$ cat config.mk
export PLATFORM = sky130hd
export DESIGN_NAME = hcd_host_command_decoder
export DESIGN_NICKNAME = d
export VERILOG_FILES = /design/src/hdl/hcd_host_command_decoder.v
export VERILOG_INCLUDE_DIRS = /design/src /design/src/hdl
export SDC_FILE = /design/constraint.sdc
export NUM_CORES = 1
export LEC_CHECK = 0
export BUFFER_PORTS_ARGS = -buffer_cell sky130_fd_sc_hd__buf_4
export CORE_ASPECT_RATIO = 1.1
export CORE_UTILIZATION = 50
export CTS_CLUSTER_DIAMETER = 200
export DETAILED_ROUTE_END_ITERATION = 12
export HOLD_SLACK_MARGIN = 0.06
export PLACE_DENSITY = 0.76
export SETUP_SLACK_MARGIN = 0.05
export SLEW_MARGIN = 20
export SYNTH_ARGS = -nofsm -noshare
export SYNTH_HDL_FRONTEND = slang
export SYNTH_SLANG_ARGS = --single-unit
$ cat constraint.sdc
create_clock -name core_clk_in -period 10.4 [get_ports core_clk_in]
set_input_delay 0.52 -clock core_clk_in [delete_from_list [all_inputs] [get_ports core_clk_in]]
set_output_delay 0.52 -clock core_clk_in [all_outputs]
set_load 0.03 [all_outputs]
$ cat src/hdl/hcd_defines.vh
// Constants for the host command decoder: offsets, field positions, fixed pointer value, timing.
// Assumes a 33 MHz host bus clock; included by its bare name.
`ifndef HCD_DEFINES_VH
`define HCD_DEFINES_VH
`define HCD_OFF_HOST_COMMAND 8'h00
`define HCD_OFF_CARDBUS_PTR 8'h28
`define HCD_CARDBUS_PTR_VAL 32'h10000107
`define HCD_BIT_GO 31
`define HCD_BIT_STOP 30
`define HCD_BIT_ACK 29
`define HCD_BIT_CHSEL 21
`define HCD_BIT_EOC 20
`define HCD_BIT_RXSEL 19
`define HCD_BIT_NES 18
`define HCD_BIT_ADRST 15
`define HCD_BIT_LDTMR 14
`define HCD_BIT_LDTHR 13
`define HCD_BIT_REQINT 12
`define HCD_BIT_INTOFF 11
`define HCD_BIT_INTON 10
`define HCD_COUNT_LSB 0
`define HCD_CLK_MHZ 33
`define HCD_TICK_US 4
`define HCD_TICK_CYCLES 16'h0084
`define HCD_VEC_DELAY_CYCLES 3'h6
`endif

$ cat src/hdl/hcd_host_command_decoder.v
// Host command decoder: decodes host command writes into channel, interrupt and reset actions.
// Assumes single-cycle synchronous register writes/reads and DMA engines outside this block.
`include "hcd_defines.vh"

// Notes on behaviour
// - Pointer register at 0x28 reads fixed 10000107h, writes ignored.
// - Go writes start tx or rx channel by direction; bit reads zero.
// - After any reset both paths are held stopped.
// - Tx stop halts transmit after bus transfer ends, sets tx-stopped flag.
// - Rx stop resets receive after bus transfer ends, sets rx-stopped flag.
// - Frame completing during stop still posts its interrupts and end-of-channel.
// - Stop on idle channels resets them but leaves stopped flag clear.
// - Ack clears status, statistics or per-channel end-of-channel interrupt by selects.
// - Frame ack subtracts count; overacknowledge raises acknowledge error.
// - Vector update is ready six cycles after a frame acknowledge.
// - Channel select keeps only its low bit; upper bits read zero.
// - End-of-channel select picks channel vs frame, or status vs statistics.
// - Direction select routes commands to receive when one, transmit when zero.
// - Error/stat select zero picks status/statistics, one picks channel operations.
// - Bits 17 and 16 read zero; bits 9 and 8 written zero by software.
// - Adapter reset clears channels, stops paths, sets sticky reset indicator.
// - Reset with both interrupt bits also requests configuration reload.
// - Load-timer sets holdoff in 4 us units; expired timer stays expired.
// - Load-threshold applies only with end-of-channel, direction and error/stat selects zero, sets tx threshold of selected channel.
// - Raising threshold above count deasserts pending tx frame interrupt.
// - Request-interrupt creates a dummy host interrupt.
// - Interrupts-off blocks host pin, interrupts-on re-enables it.
// - Host loads aligned list address in channel parameter before go.
// - Nonzero vector write deasserts host interrupt until next acknowledge.
module hcd_host_command_decoder (
	// Clock, reset, enable
	input wire core_clk_in,
	input wire reset_n_in,
	input wire clk_en_in,
	// Register port
	input wire reg_wr_in,
	input wire reg_rd_in,
	input wire [7:0] reg_addr_in,
	input wire [31:0] reg_wdata_in,
	output reg [31:0] reg_rdata_out,
	// Channel parameter and vector write
	input wire [31:0] channel_parameter_in,
	input wire vector_write_nz_in,
	// Channel events from DMA engines
	input wire [1:0] tx_busy_in,
	input wire rx_busy_in,
	input wire bus_xfer_active_in,
	input wire [1:0] tx_eof_in,
	input wire [1:0] rx_eof_in,
	input wire [1:0] tx_eoc_in,
	input wire [1:0] rx_eoc_in,
	input wire status_event_in,
	input wire stats_event_in,
	// Channel controls
	output reg [1:0] tx_go_out,
	output reg [1:0] rx_go_out,
	output reg [31:0] list_addr_out,
	output wire tx_reset_out,
	output wire rx_reset_out,
	output wire tx_run_out,
	output wire rx_run_out,
	output reg transmit_stopped_flag_out,
	output reg receive_stopped_flag_out,
	output reg acknowledge_error_check_out,
	output reg adapter_reset_out,
	output reg sticky_reset_out,
	output reg config_reload_out,
	output reg vector_ready_out,
	output wire host_interrupt_pin_out
);
	localparam ST_RUN = 2'b01;
	localparam ST_STOPPING = 2'b10;
	localparam [15:0] TICK = `HCD_TICK_CYCLES;

	reg [1:0] tx_state_q;
	reg [1:0] rx_state_q;
	reg tx_run_q;
	reg rx_run_q;
	reg tx_idle_stop_q;
	reg rx_idle_stop_q;
	reg chan_q;
	reg eoc_sel_q;
	reg rx_sel_q;
	reg nes_q;
	reg [7:0] tx_eof_cnt_q [0:1];
	reg [7:0] rx_eof_cnt_q [0:1];
	reg [7:0] tx_thr_q [0:1];
	reg [1:0] tx_eoc_q;
	reg [1:0] rx_eoc_q;
	reg status_q;
	reg stats_q;
	reg dummy_q;
	reg ints_en_q;
	reg vec_block_q;
	reg [7:0] hold_q;
	reg [15:0] tick_q;
	reg [2:0] vec_dly_q;
	integer i;

	wire wr_cmd = clk_en_in & reg_wr_in & (reg_addr_in == `HCD_OFF_HOST_COMMAND);
	wire w_go = wr_cmd & reg_wdata_in[`HCD_BIT_GO];
	wire w_stop = wr_cmd & reg_wdata_in[`HCD_BIT_STOP];
	wire w_ack = wr_cmd & reg_wdata_in[`HCD_BIT_ACK];
	wire w_rst = wr_cmd & reg_wdata_in[`HCD_BIT_ADRST];
	wire w_ldtmr = wr_cmd & reg_wdata_in[`HCD_BIT_LDTMR];
	wire w_ldthr = wr_cmd & reg_wdata_in[`HCD_BIT_LDTHR];
	wire w_req = wr_cmd & reg_wdata_in[`HCD_BIT_REQINT];
	wire w_off = wr_cmd & reg_wdata_in[`HCD_BIT_INTOFF];
	wire w_on = wr_cmd & reg_wdata_in[`HCD_BIT_INTON];
	// Selects of the same write steer its command bits
	wire c_ch = reg_wdata_in[`HCD_BIT_CHSEL];
	wire c_eoc = reg_wdata_in[`HCD_BIT_EOC];
	wire c_rx = reg_wdata_in[`HCD_BIT_RXSEL];
	wire c_nes = reg_wdata_in[`HCD_BIT_NES];
	wire [7:0] c_cnt = reg_wdata_in[7:0];
	wire [7:0] sel_tx_cnt = tx_eof_cnt_q[c_ch];
	wire [7:0] sel_rx_cnt = rx_eof_cnt_q[c_ch];
	wire ack_eof = w_ack & c_nes & ~c_eoc;
	wire ack_over = ack_eof & (c_cnt > (c_rx ? sel_rx_cnt : sel_tx_cnt));

	assign tx_run_out = tx_run_q;
	assign rx_run_out = rx_run_q;
	assign tx_reset_out = ~tx_run_q;
	assign rx_reset_out = ~rx_run_q;

	// Tx frame interrupt pending only while count meets a nonzero threshold
	wire tx_eof_pend0 = (tx_thr_q[0] != 8'h00) & (tx_eof_cnt_q[0] >= tx_thr_q[0]);
	wire tx_eof_pend1 = (tx_thr_q[1] != 8'h00) & (tx_eof_cnt_q[1] >= tx_thr_q[1]);
	wire rx_eof_pend = (rx_eof_cnt_q[0] != 8'h00) | (rx_eof_cnt_q[1] != 8'h00);
	wire any_int = tx_eof_pend0 | tx_eof_pend1 | rx_eof_pend | (|tx_eoc_q) | (|rx_eoc_q) |
		status_q | stats_q | dummy_q | acknowledge_error_check_out | transmit_stopped_flag_out |
		receive_stopped_flag_out;
	// Pin is blocked by off command, holdoff timer and vector write
	assign host_interrupt_pin_out = any_int & ints_en_q & (hold_q == 8'h00) & ~vec_block_q;

	always @(posedge core_clk_in or negedge reset_n_in)
	begin
		if (!reset_n_in)
		begin
			tx_state_q <= ST_STOPPING;
			rx_state_q <= ST_STOPPING;
			tx_run_q <= 1'b0;
			rx_run_q <= 1'b0;
			tx_idle_stop_q <= 1'b1;
			rx_idle_stop_q <= 1'b1;
			chan_q <= 1'b0;
			eoc_sel_q <= 1'b0;
			rx_sel_q <= 1'b0;
			nes_q <= 1'b0;
			for (i = 0; i < 2; i = i + 1)
			begin
				tx_eof_cnt_q[i] <= 8'h00;
				rx_eof_cnt_q[i] <= 8'h00;
				tx_thr_q[i] <= 8'h01;
			end
			tx_eoc_q <= 2'b00;
			rx_eoc_q <= 2'b00;
			status_q <= 1'b0;
			stats_q <= 1'b0;
			dummy_q <= 1'b0;
			ints_en_q <= 1'b1;
			vec_block_q <= 1'b0;
			hold_q <= 8'h00;
			tick_q <= 16'h0000;
			vec_dly_q <= 3'h0;
			tx_go_out <= 2'b00;
			rx_go_out <= 2'b00;
			list_addr_out <= 32'h00000000;
			transmit_stopped_flag_out <= 1'b0;
			receive_stopped_flag_out <= 1'b0;
			acknowledge_error_check_out <= 1'b0;
			adapter_reset_out <= 1'b0;
			sticky_reset_out <= 1'b0;
			config_reload_out <= 1'b0;
			vector_ready_out <= 1'b1;
		end
		else if (clk_en_in)
		begin
			tx_go_out <= 2'b00;
			rx_go_out <= 2'b00;
			adapter_reset_out <= 1'b0;
			config_reload_out <= 1'b0;
			if (wr_cmd)
			begin
				chan_q <= c_ch;
				eoc_sel_q <= c_eoc;
				rx_sel_q <= c_rx;
				nes_q <= c_nes;
			end
			// Events from the DMA engines keep posting during a stop; set wins over clear
			for (i = 0; i < 2; i = i + 1)
			begin
				tx_eof_cnt_q[i] <= tx_eof_cnt_q[i] - ((ack_eof & ~c_rx & (c_ch == i) & ~ack_over) ?
					c_cnt : 8'h00) + {7'h00, tx_eof_in[i]};
				rx_eof_cnt_q[i] <= rx_eof_cnt_q[i] - ((ack_eof & c_rx & (c_ch == i) & ~ack_over) ?
					c_cnt : 8'h00) + {7'h00, rx_eof_in[i]};
				if (w_ack & c_nes & c_eoc & ~c_rx & (c_ch == i))
					tx_eoc_q[i] <= tx_eoc_in[i];
				else if (tx_eoc_in[i])
					tx_eoc_q[i] <= 1'b1;
				if (w_ack & c_nes & c_eoc & c_rx & (c_ch == i))
					rx_eoc_q[i] <= rx_eoc_in[i];
				else if (rx_eoc_in[i])
					rx_eoc_q[i] <= 1'b1;
				if (w_ldthr & ~c_nes & ~c_eoc & ~c_rx & (c_ch == i))
					tx_thr_q[i] <= c_cnt;
			end
			if (w_ack & ~c_nes & c_eoc & c_rx)
				status_q <= status_event_in;
			else if (status_event_in)
				status_q <= 1'b1;
			if (w_ack & ~c_nes & ~c_eoc & c_rx)
				stats_q <= stats_event_in & rx_run_q;
			else if (stats_event_in & rx_run_q)
				stats_q <= 1'b1;
			if (ack_over)
				acknowledge_error_check_out <= 1'b1;
			if (w_req)
				dummy_q <= 1'b1;
			else if (w_ack)
				dummy_q <= 1'b0;
			if (w_off)
				ints_en_q <= 1'b0;
			else if (w_on)
				ints_en_q <= 1'b1;
			if (vector_write_nz_in)
				vec_block_q <= 1'b1;
			else if (w_ack)
				vec_block_q <= 1'b0;
			// Frame ack takes six cycles before the vector reflects it
			if (ack_eof)
			begin
				vec_dly_q <= `HCD_VEC_DELAY_CYCLES;
				vector_ready_out <= 1'b0;
			end
			else if (vec_dly_q != 3'h0)
			begin
				vec_dly_q <= vec_dly_q - 3'h1;
				vector_ready_out <= (vec_dly_q == 3'h1);
			end
			// Holdoff: 8-bit count of 4 us ticks restarted by each ack without load-timer
			if (tick_q != 16'h0000)
				tick_q <= tick_q - 16'h0001;
			else if (hold_q != 8'h00)
			begin
				hold_q <= hold_q - 8'h01;
				tick_q <= TICK - 16'h0001;
			end
			if (w_ldtmr & (hold_q != 8'h00))
			begin
				// Expired timer stays expired; otherwise zero ends it and a smaller value replaces the remaining count, a larger one is ignored
				if (c_cnt == 8'h00)
					hold_q <= 8'h00;
				else if (c_cnt < hold_q)
					hold_q <= c_cnt;
			end
			else if (w_ack & ~w_ldtmr)
			begin
				hold_q <= c_cnt;
				tick_q <= TICK - 16'h0001;
			end
			// Transmit path
			case (tx_state_q)
				ST_RUN:
				begin
					if (w_stop & ~c_rx)
					begin
						tx_state_q <= ST_STOPPING;
						tx_idle_stop_q <= ~(|tx_busy_in);
					end
				end
				ST_STOPPING:
				begin
					if (~bus_xfer_active_in & tx_run_q)
					begin
						tx_run_q <= 1'b0;
						transmit_stopped_flag_out <= ~tx_idle_stop_q;
					end
					if (w_go & ~c_rx)
					begin
						tx_state_q <= ST_RUN;
						tx_run_q <= 1'b1;
						transmit_stopped_flag_out <= 1'b0;
					end
				end
				default: tx_state_q <= ST_STOPPING;
			endcase
			if (w_go & ~c_rx)
			begin
				tx_go_out[c_ch] <= 1'b1;
				list_addr_out <= {channel_parameter_in[31:3], 3'b000};
			end
			// Receive path
			case (rx_state_q)
				ST_RUN:
				begin
					if (w_stop & c_rx)
					begin
						rx_state_q <= ST_STOPPING;
						rx_idle_stop_q <= ~rx_busy_in;
					end
				end
				ST_STOPPING:
				begin
					if (~bus_xfer_active_in & rx_run_q)
					begin
						rx_run_q <= 1'b0;
						receive_stopped_flag_out <= ~rx_idle_stop_q;
					end
					if (w_go & c_rx)
					begin
						rx_state_q <= ST_RUN;
						rx_run_q <= 1'b1;
						receive_stopped_flag_out <= 1'b0;
					end
				end
				default: rx_state_q <= ST_STOPPING;
			endcase
			if (w_go & c_rx)
			begin
				rx_go_out[c_ch] <= 1'b1;
				list_addr_out <= {channel_parameter_in[31:3], 3'b000};
			end
			// Adapter reset overrides path, flag, holdoff and count updates in the same write; enable, selects and vector still update
			if (w_rst)
			begin
				adapter_reset_out <= 1'b1;
				sticky_reset_out <= 1'b1;
				config_reload_out <= w_on & w_off;
				tx_state_q <= ST_STOPPING;
				rx_state_q <= ST_STOPPING;
				tx_run_q <= 1'b0;
				rx_run_q <= 1'b0;
				tx_go_out <= 2'b00;
				rx_go_out <= 2'b00;
				tx_eoc_q <= 2'b00;
				rx_eoc_q <= 2'b00;
				status_q <= 1'b0;
				stats_q <= 1'b0;
				dummy_q <= 1'b0;
				acknowledge_error_check_out <= 1'b0;
				transmit_stopped_flag_out <= 1'b0;
				receive_stopped_flag_out <= 1'b0;
				hold_q <= 8'h00;
				tick_q <= 16'h0000;
				for (i = 0; i < 2; i = i + 1)
				begin
					tx_eof_cnt_q[i] <= 8'h00;
					rx_eof_cnt_q[i] <= 8'h00;
					tx_thr_q[i] <= 8'h01;
				end
			end
		end
	end

	// Read data registered; command bits and reserved bits read zero
	always @(posedge core_clk_in or negedge reset_n_in)
	begin
		if (!reset_n_in)
			reg_rdata_out <= 32'h00000000;
		else if (clk_en_in & reg_rd_in)
		begin
			if (reg_addr_in == `HCD_OFF_CARDBUS_PTR)
				reg_rdata_out <= `HCD_CARDBUS_PTR_VAL;
			else if (reg_addr_in == `HCD_OFF_HOST_COMMAND)
				reg_rdata_out <= {10'h000, chan_q, eoc_sel_q, rx_sel_q, nes_q, 18'h00000};
			else
				reg_rdata_out <= 32'h00000000;
		end
	end
endmodule // hcd_host_command_decoder

Word level (Yosys, flattened, before mapping)
Cells that the tools add are included.
{ "totals": {"regBits": 171, "in_bits": 92, "output_inout_bits": 80, "word_cells": 296} }
{ "classes": {"addsub": 11, "n_lt_le_gt_ge": 7, "n_eq_ne": 10, "n_mux": 92, "bitwise": 83, "n_reduce_logical": 54} }
{ "op_table": {"columns": ["cell", "n"], "rows": [
  ["2-to-1 mux 8 bit", 20],
  ["2-to-1 mux 16 bit", 8],
  ["2-to-1 mux 32 bit", 2],
  ["AND 1 bit", 57],
  ["2-to-1 mux 1 bit", 43],
  ["nonzero test 8 bit", 5],
  ["adder 8 x 1 -> 8 bit", 4],
  ["AND reduction 2 bit", 16],
  ["subtractor 8 bit", 4],
  ["nonzero test 3 bit", 10],
  ["2-to-1 mux 29 bit", 1],
  ["zero test 8 bit", 3],
  ["2-to-1 mux 2 bit", 12],
  ["2-to-1 mux 22 bit", 1],
  ["AND reduction 3 bit", 6],
  ["nonzero test 2 bit", 9],
  [">= comparator 8 bit", 2],
  ["nonzero test 16 bit", 1],
  ["subtractor 16 x 1 -> 16 bit (second input constant)", 1],
  ["inverter 1 bit", 14],
  ["inequality test 3 bit (second input constant)", 4],
  ["bitwise OR 1 bit", 11],
  ["equality test 8 x 6 -> 1 bit (second input constant)", 1],
  ["> comparator 8 bit", 1],
  ["other kinds (15)", 21]
]} }

Longest topological paths before layout
Gate-level depths: netlist (run 1).
{ "logic_depth": {"word_depth": 15, "ltp_mapped": 23, "ltp_nobuf": 20} }

Worst setup path after synthesis (run 1)
Ideal clock, no wire load.
{ "synth_timing": {"path_kind": "input -> register", "startpoint": "in reg_wdata_in[21]", "endpoint": "reg rx_eof_cnt_q[15] in the netlist's numbering", "setup_ns": 0.124, "arrival_time_ns": 5.954, "t_required_ns": 10.276, "path_slack_ns": 4.322, "path_stages": 20, "path_buffers": 3, "path_cell_list": "buf_1 -> clkbuf_1 -> mux4_2 -> ha_1 -> nand4_1 -> o21a_1 -> or2_2 -> clkbuf_1 -> or4_1 -> nor2_2 -> nand2_1 -> ha_1 -> ha_1 -> and3_1 -> a2111o_1 -> a21o_1 -> a21oi_1 -> xnor3_1 -> and3_1 -> a211o_1"} }
{ "synth_between": {"elab_chain_cells": 13, "word_cells_on_any_way": 18, "classes_between": "add/sub (2); order compare (1); mux (9); bitwise (6)"} }
{ "synth_lines": {"columns": ["element", "line", "source"], "rows": [
  ["start, declared", "hcd_host_command_decoder.v:39", "input wire [31:0] reg_wdata_in,"],
  ["inverter 1 -> 2 bit (implied by the code)", "hcd_host_command_decoder.v:116, hcd_host_command_decoder.v:117", null],
  ["2-to-1 mux 8 bit, on equally long branches (3 in a row)", "hcd_host_command_decoder.v:116, hcd_host_command_decoder.v:117", null],
  ["2-to-1 mux 8 bit", "hcd_host_command_decoder.v:119", "wire ack_over = ack_eof & (c_cnt > (c_rx ? sel_rx_cnt : sel_tx_cnt));"],
  ["> comparator 8 bit", "hcd_host_command_decoder.v:119", null],
  ["AND 1 bit", "hcd_host_command_decoder.v:119", null],
  ["inverter 1 bit", "hcd_host_command_decoder.v:195", "rx_eof_cnt_q[i] <= rx_eof_cnt_q[i] - ((ack_eof & c_rx & (c_ch == i) & ~ack_over) ?"],
  ["AND 1 bit *", "hcd_host_command_decoder.v:195", null],
  ["2-to-1 mux 8 bit *", "hcd_host_command_decoder.v:195", null],
  ["subtractor 8 bit *", "hcd_host_command_decoder.v:195", null],
  ["adder 8 x 1 -> 8 bit *", "hcd_host_command_decoder.v:196", "c_cnt : 8'h00) + {7'h00, rx_eof_in[i]};"],
  ["2-to-1 mux 16 bit *", "hcd_host_command_decoder.v:325", "if (w_rst)"],
  ["end signal, assigned by index", "hcd_host_command_decoder.v:195", null],
  ["end, declared", "hcd_host_command_decoder.v:86", "reg [7:0] rx_eof_cnt_q [0:1];"]
]} }
Mark *: on every way between the ends. The rest lies on a longest branch, timed or not. The select of a mux whose other input is x is not followed.
A chain may end at the register's enable or synchronous reset.

Worst setup path after layout (run 1)
{ "layout_timing": {"startpoint": "in reg_wdata_in[21]", "endpoint": "reg rx_eof_cnt_q[7] in the netlist's numbering"} }
The elaborated chain is that of the path after synthesis.

==> flow_metrics.py, run 1 <==
metrics = {
    "status": {
        "status": "completed",
    },
    "route": {
        "drc": 0,
        "wire_per_inst_um": 18.6,
        "num_vias": 8153,
        "viasPerCell": 6.02,
        "routed_wl_um": 25200,
        "dr.pass1.iters": 5,
        "drt_iter0_drc": 525,
        "ant_nets": 0,
    },
    "power_and_ir_drop": {
        "pwr-share-comb_pct": 46.7,
        "clkPwrFrac_pct": 23.6,
        "p_int_mw": 1.61,
        "power_density_nw_per_um2": 242,
        "p_leak_nw": 5.30,
        "peakVddDrop_mv": 0.144,
        "seq_power_share_pct": 29.7,
        "p_sw_share_pct": 39.7,
        "power.switching_mw": 1.06,
    },
    "sta": {
        "slew_headroom_pct": 38.6,
        "fin_crit_sh_pct": 54.0,
        "max_freq_mhz": 178,
        "fin_skew_ns": 0.0152,
        "setup_tns_ns": 0,
        "hold_viol_final": 0,
        "drv_slew": 0,
        "setup_violations": 0,
        "post-route-min-period_ns": 5.62,
        "grt_setup_unrepaired": "no",
        "worst_slew_pin_slew_ns": 0.919,
    },
    "global_route": {
        "grt_pass1_wl_um": 41100,
        "grtUsageTotal_pct": 26.8,
        "grt_overflow": 0,
        "grt_max_degree": 76,
        "grt_pass1_vias": 8212,
        "antenna_found_initial": 0,
    },
    "clocking": {
        "root_buffer": "clkbuf_16",
        "htree_levels": 4,
        "post_cts_resized": 0,
        "cts_hold_buf": 0,
        "cts_sinks": 141,
        "cts_tree": "yes",
        "path_clk_slew_ns": 0.07,
        "clock_latency_ns": 0.44,
        "clk_path_buf_depth": 2,
        "post_cts_buffers": 0,
        "cts_buffers": 17,
    },
    "critical_path": {
        "r2r-start": "rx_eof_cnt_q[1]$_DFFE_PN0P_",
        "r2r_cells": 19,
        "r2r_setup_slack_ns": 4.79,
        "required_ns": 10.72,
        "worstSetupPathType": "primary input to flip-flop",
        "cp-end-kind": "flip-flop",
        "r2r-end": "rx_eof_cnt_q[7]$_DFFE_PN0P_",
        "worstSetupStartpointType": "primary input",
        "cp_max_fo": 23,
        "arrival_ns": 5.94,
    },
    "synth": {
        "synth_edf_count": 0,
        "synth_warnings": 0,
        "synth-main-ff-cell": "dfrtp_1",
        "ys_types": 71,
        "yosysSeqAreaShare_pct": 37.6,
        "syn-instance-count": 992,
        "yosys.area.top_type": "dfrtp_1",
        "synthTopCellsByArea": "dfrtp_1, ha_1, nand2_1",
        "syn_area_per_cell_sq_um": 9.49,
        "synth_seq_cells": 141,
        "synth-async-reset-ratio_pct": 100,
        "yosysTopAreaCellShare_pct": 35.3,
        "syn_area_sq_um": 9420,
    },
    "placed_design": {
        "place_area_sq_um": 10500,
        "dpl.hpwl_um": 17500,
        "gp_congestion": 0.844,
        "numPortBuffers": 131,
    },
    "finish": {
        "mostFrequentLayoutCell": "buf_4",
        "final_cell_mix": "buf_4, dfrtp_1, nand2_1",
        "antennaDiodeCount": 0,
        "syn2layout_area_growth_pct": 17.6,
        "layout-drive-gt1-share_pct": 21.1,
        "multi_input_area_sq_um": 5360,
        "fin_nets": 1288,
        "final_util_pct": 60.1,
        "fin_area_sq_um": 11100,
        "regArea_sq_um": 3540,
        "fillers": 1572,
    },
    "floorplan": {
        "die_area_sq_um": 19400,
        "core_area_sq_um": 18400,
        "io_pins": 172,
        "die_w_um": 133,
        "num_rows": 52,
        "fp.dieH_um": 146,
        "start_util_pct": 51.2,
    },
    "job": {
        "maxCapViolCount": 0,
    },
    "min_path": {
        "hold_path_class": "primary input to asynchronous set/reset pin",
    },
}
## final cells by class
cell class              instances  area share (%)
clock buffers                  17            3.84
multi-input cells             742            48.4
well taps                     243            2.75
repair buffers                138            9.39
flip-flops and latches        141            32.0
inverters                      59            2.00
clock inverters                15            1.68
## registers in the layout, indices dropped and copies added (netlist names), 2 cells and up
signal	count
list_addr_out	29
tx_eof_cnt_q	16
tx_thr_q	16
tx_go_out	2
rx_go_out	2
vec_dly_q	3
rx_eoc_q	2
tick_q	16
reg_rdata_out	5
rx_state_q	2
rx_eof_cnt_q	16
hold_q	8
tx_eoc_q	2
tx_state_q	2
## worst max-delay path, cell delays in order
cell and delay (ns):
buf_4 0.29, mux4_2 0.55, inv_1 0.07, ha_1 0.25
a21oi_1 0.18, o21ai_0 0.11, o21a_1 0.17, or2_2 0.38
nor4_1 0.54, and2_1 0.33, nand2_1 0.10, ha_1 0.28
ha_1 0.35, and3_1 0.20, a2111o_1 0.45, a21o_1 0.19
a21oi_1 0.20, xnor3_1 0.35, and3_1 0.19, a211o_1 0.22
## power by group through the flow
stage	Sequential (mW)	Clock (mW)	Combinational [mW]
global placement	0.792	0	1.18
detailed placement	0.796	0	1.23
floorplan	0.757	0	0.995
global route	0.807	0.660	1.40
CTS	0.788	0.639	1.25
finish	0.794	0.632	1.25
## metrics by stage
stage               setup WS (ns)  power (mW)  hold WS, ns  std cells
finish                       4.78        2.68        0.125       1355
detailed placement           4.33        2.03        0.461       1323
floorplan                    4.32        1.75        0.224       1017
global placement             4.44        1.97        0.456       1323
global route                 4.53        2.87        0.199       1355
CTS                          4.77        2.68        0.152       1355
## cell usage after synthesis (3+ instances only)
| library cell | n |
|---|---|
| nand3b_1 | 5 |
| o31ai_1 | 7 |
| buf_1 | 4 |
| nand4_1 | 15 |
| nor2b_1 | 3 |
| xor2_1 | 11 |
| nand3_1 | 40 |
| dfrtp_1 | 133 |
| xnor3_1 | 4 |
| a211oi_1 | 5 |
| nor2_1 | 40 |
| a211o_1 | 6 |
| nand2b_1 | 9 |
| fa_1 | 4 |
| a21oi_1 | 67 |
| o211ai_1 | 8 |
| dfstp_2 | 8 |
| nor3_1 | 26 |
| xnor2_1 | 9 |
| mux2_2 | 30 |
| a21o_1 | 25 |
| o41ai_1 | 4 |
| buf_4 | 30 |
| o221ai_1 | 3 |
| a32o_1 | 6 |
| a22o_1 | 30 |
| a31oi_1 | 4 |
| clkbuf_1 | 37 |
| mux2i_1 | 5 |
| o21bai_1 | 3 |
| nand2_1 | 106 |
| o2bb2ai_1 | 3 |
| or3_1 | 7 |
| o21ai_0 | 54 |
| ha_1 | 93 |
| and2_1 | 6 |
| and3_1 | 11 |
| mux4_2 | 8 |
| or2_2 | 4 |
| inv_1 | 58 |
| nor4_1 | 22 |
## logic make-up (layout without fill, tap and decap cells)
group | Yosys count | in the layout | share of synthesized area, %
buf+inv | 134 | 229 | 6.66
xor+xnor | 24 | 24 | 2.82
mux | 43 | 43 | 6.03
compound gates | 239 | 239 | 16.7
flops | 141 | 141 | 37.6
fa+ha+maj | 97 | 97 | 13.2
simple gates | 313 | 313 | 17.0
other cells | 1 | 26 | 0.0398
## metal layers
metal  part of all wire [%]  GRT usage, %
met1                     41          33.1
met2                     51          46.0
met3                    6.2          4.77
met4                    2.5          10.7
met5                      0             0
## worst max-delay path by stage
stage                           startpoint                      endpoint  slack, ns  cells after the start
2_1_floorplan             reg_wdata_in[21]  rx_eof_cnt_q[15]$_DFFE_PN0P_       4.32                     20
6_report                  reg_wdata_in[21]   rx_eof_cnt_q[7]$_DFFE_PN0P_       4.78                     20
3_3_place_gp              reg_wdata_in[21]   rx_eof_cnt_q[7]$_DFFE_PN0P_       4.44                     20
4_1_cts        rx_eof_cnt_q[1]$_DFFE_PN0P_   rx_eof_cnt_q[7]$_DFFE_PN0P_       4.77                     19
5_1_grt                   reg_wdata_in[21]  rx_eof_cnt_q[15]$_DFFE_PN0P_       4.53                     20
3_5_place_dp              reg_wdata_in[21]   rx_eof_cnt_q[7]$_DFFE_PN0P_       4.33                     20
Note: power is estimated with default switching activity, not from simulation.
==> inputs of run 2 (changes only) <==
Clock period 10.4 ns to 5.7 ns, I/O delays scaled along.
==> run 2 against run 1 <==
Routed wire length rose by 1.8%. Critical path type is now flip-flop to flip-flop. Via count shrank 0.23%. Critical path depth fell by 1. Global-route usage grew 0.38 points. Core utilization up 0.39 points. Worst setup slack worse by 4.5 ns. First-iteration DRC count rose by 24%. Hold slack got worse by 0.054 ns. Sequential cell count unchanged. Highest routed layer unchanged.
==> flow_metrics.py, run 2 (synthesized netlist as in run 1, its figures left out) <==
metrics = {
    "route": {
        "dr.pass1.iters": 5,
        "ant_nets": 0,
        "drc": 0,
        "wire_per_inst_um": 18.9,
        "drt_iter0_drc": 652,
        "routed_wl_um": 25700,
        "num_vias": 8134,
        "viasPerCell": 5.98,
    },
    "critical_path": {
        "cp_max_fo": 6,
        "worstSetupPathType": "flip-flop to flip-flop",
        "required_ns": 6.01,
        "r2r_setup_slack_ns": 0.29,
        "cpMaxStageDelayCell": "or4_4",
        "arrival_ns": 5.72,
        "cpMostUsedCell": "ha_1",
        "cpPeakStageDelay_ns": 0.57,
        "cp-end-kind": "flip-flop",
        "cp_cell_sequence": "mux4_2 > inv_1 > ha_1 > a21oi_1 > o21ai_0 > o21a_1 > or2_2 > or4_4 > nor2_4 > nand2_1 > ha_1 > ha_1 > and3_1 > a2111o_1 > a21o_1 > a21oi_1 > xnor3_1 > and3_1 > a211o_1",
        "worstSetupStartpointType": "flip-flop",
    },
    "placed_design": {
        "place_ws_ns": 0.0223,
        "numPortBuffers": 131,
        "placedCellCount": 1325,
        "dpl.hpwl_um": 17600,
        "gp_congestion": 0.874,
    },
    "sta": {
        "hold_viol_final": 0,
        "worst_slew_pin_slew_ns": 1.04,
        "slew_headroom_pct": 30.4,
        "post-route-min-period_ns": 5.41,
        "grt_setup_unrepaired": "no",
        "fin_ws_ns": 0.286,
        "setup_violations": 0,
        "max_freq_mhz": 185,
        "fin_crit_sh_pct": 95.0,
        "drv_slew": 0,
        "setup_tns_ns": 0,
        "fin_skew_ns": 0.00989,
    },
    "finish": {
        "fin_nets": 1294,
        "fillers": 1539,
        "antennaDiodeCount": 0,
        "final_cells": 1361,
        "multi_input_area_sq_um": 5370,
        "layout-drive-gt1-share_pct": 21.4,
        "largest_reg_flops": 29,
        "regMostFlops": "list_addr_out",
        "final_cell_mix": "buf_4, dfrtp_1, nand2_1",
        "syn2layout_area_growth_pct": 18.3,
        "mostFrequentLayoutCell": "buf_4",
        "regArea_sq_um": 3540,
    },
    "global_route": {
        "antenna_found_initial": 0,
        "grtUsageTotal_pct": 27.1,
        "grt_pass1_wl_um": 41400,
        "grt_overflow": 0,
        "grt_pass1_vias": 8072,
        "grt_max_degree": 95,
    },
    "power_and_ir_drop": {
        "peakVddDrop_mv": 0.225,
        "p_leak_nw": 5.34,
        "power_density_nw_per_um2": 441,
    },
    "clocking": {
        "root_buffer": "clkbuf_16",
        "path_clk_slew_ns": 0.07,
        "clk_path_buf_depth": 2,
        "post_cts_buffers": 0,
        "cts_buffers": 17,
        "htree_levels": 4,
        "cts_tree": "yes",
        "cts_sinks": 141,
        "clock_latency_ns": 0.43,
    },
    "floorplan": {
        "core_area_sq_um": 18400,
        "die_w_um": 133,
        "start_util_pct": 51.2,
        "num_rows": 52,
        "io_pins": 172,
        "fp.dieH_um": 146,
        "die_area_sq_um": 19400,
    },
    "status": {
        "status": "completed",
    },
    "min_path": {
        "hold_path_class": "primary input to flip-flop",
    },
    "job": {
        "maxCapViolCount": 0,
    },
}
## run 2: metrics by stage
step           hold WS [ns]  power (mW)  util, %  area [sq um]
2_1_floorplan       -0.0106        3.20        -          9510
3_3_place_gp          0.433        3.60     56.9         10500
3_5_place_dp          0.442        3.69     56.9         10500
4_1_cts              0.0622        4.89     60.5         11100
5_1_grt              0.0691        5.27     60.5         11100
6_report             0.0713        4.92     60.5         11100
## run 2: repair_timing
item / CTS / global route
gates resized for setup: 0 / 3
hold endpoints to repair: 91 / 0
hold buffers: 4 / 0
setup endpoints to repair: 0 / 2
## run 2: critical path, delay by kind of cell (launching register included)
kind | cells | cell delay, ns
buf+inv | 1 | 0.08
simple gates | 6 | 1.60
flops | 1 | 0.46
mux | 1 | 0.49
compound gates | 7 | 1.45
fa+ha+maj | 3 | 0.87
xor+xnor | 1 | 0.34
## run 2: layer usage
layer,up-vias,wire length [um],track usage (%)
met5,-,0,0
met4,0,787,11.7
met3,63,1870,4.98
met2,352,12600,45.4
met1,3935,10400,34.2
li1,3784,-,-
## run 2: final timing paths
path / cells after the start / endpoint / start
worst max-delay path: 19 / rx_eof_cnt_q[15]$_DFFE_PN0P_ / rx_eof_cnt_q[15]$_DFFE_PN0P_
worst min-delay path: 2 / tx_eoc_q[1]$_DFFE_PN0P_ / tx_eoc_in[1]
worst max register to register: 19 / rx_eof_cnt_q[15]$_DFFE_PN0P_ / rx_eof_cnt_q[15]$_DFFE_PN0P_
worst min register to register: 1 / sticky_reset_out$_DFFE_PN0P_ / sticky_reset_out$_DFFE_PN0P_
max in group asynchronous: 3 / vec_dly_q[0]$_DFFE_PN0P_ / reset_n_in
min in group asynchronous: 2 / rx_eof_cnt_q[8]$_DFFE_PN0P_ / reset_n_in
## run 2: cell type report
type / instances / area share, %
sequential: 141 / 31.7
multi-input combinational: 742 / 48.2
clock inverter: 15 / 1.68
inverter: 59 / 1.99
timing repair buffer: 144 / 9.82
clock buffer: 17 / 3.82
tap: 243 / 2.73
## run 2: where the power goes
group | switching [mW] | internal (mW)
Combinational | 1.16 | 1.12
Clock | 0.514 | 0.672
Sequential | 0.255 | 1.20
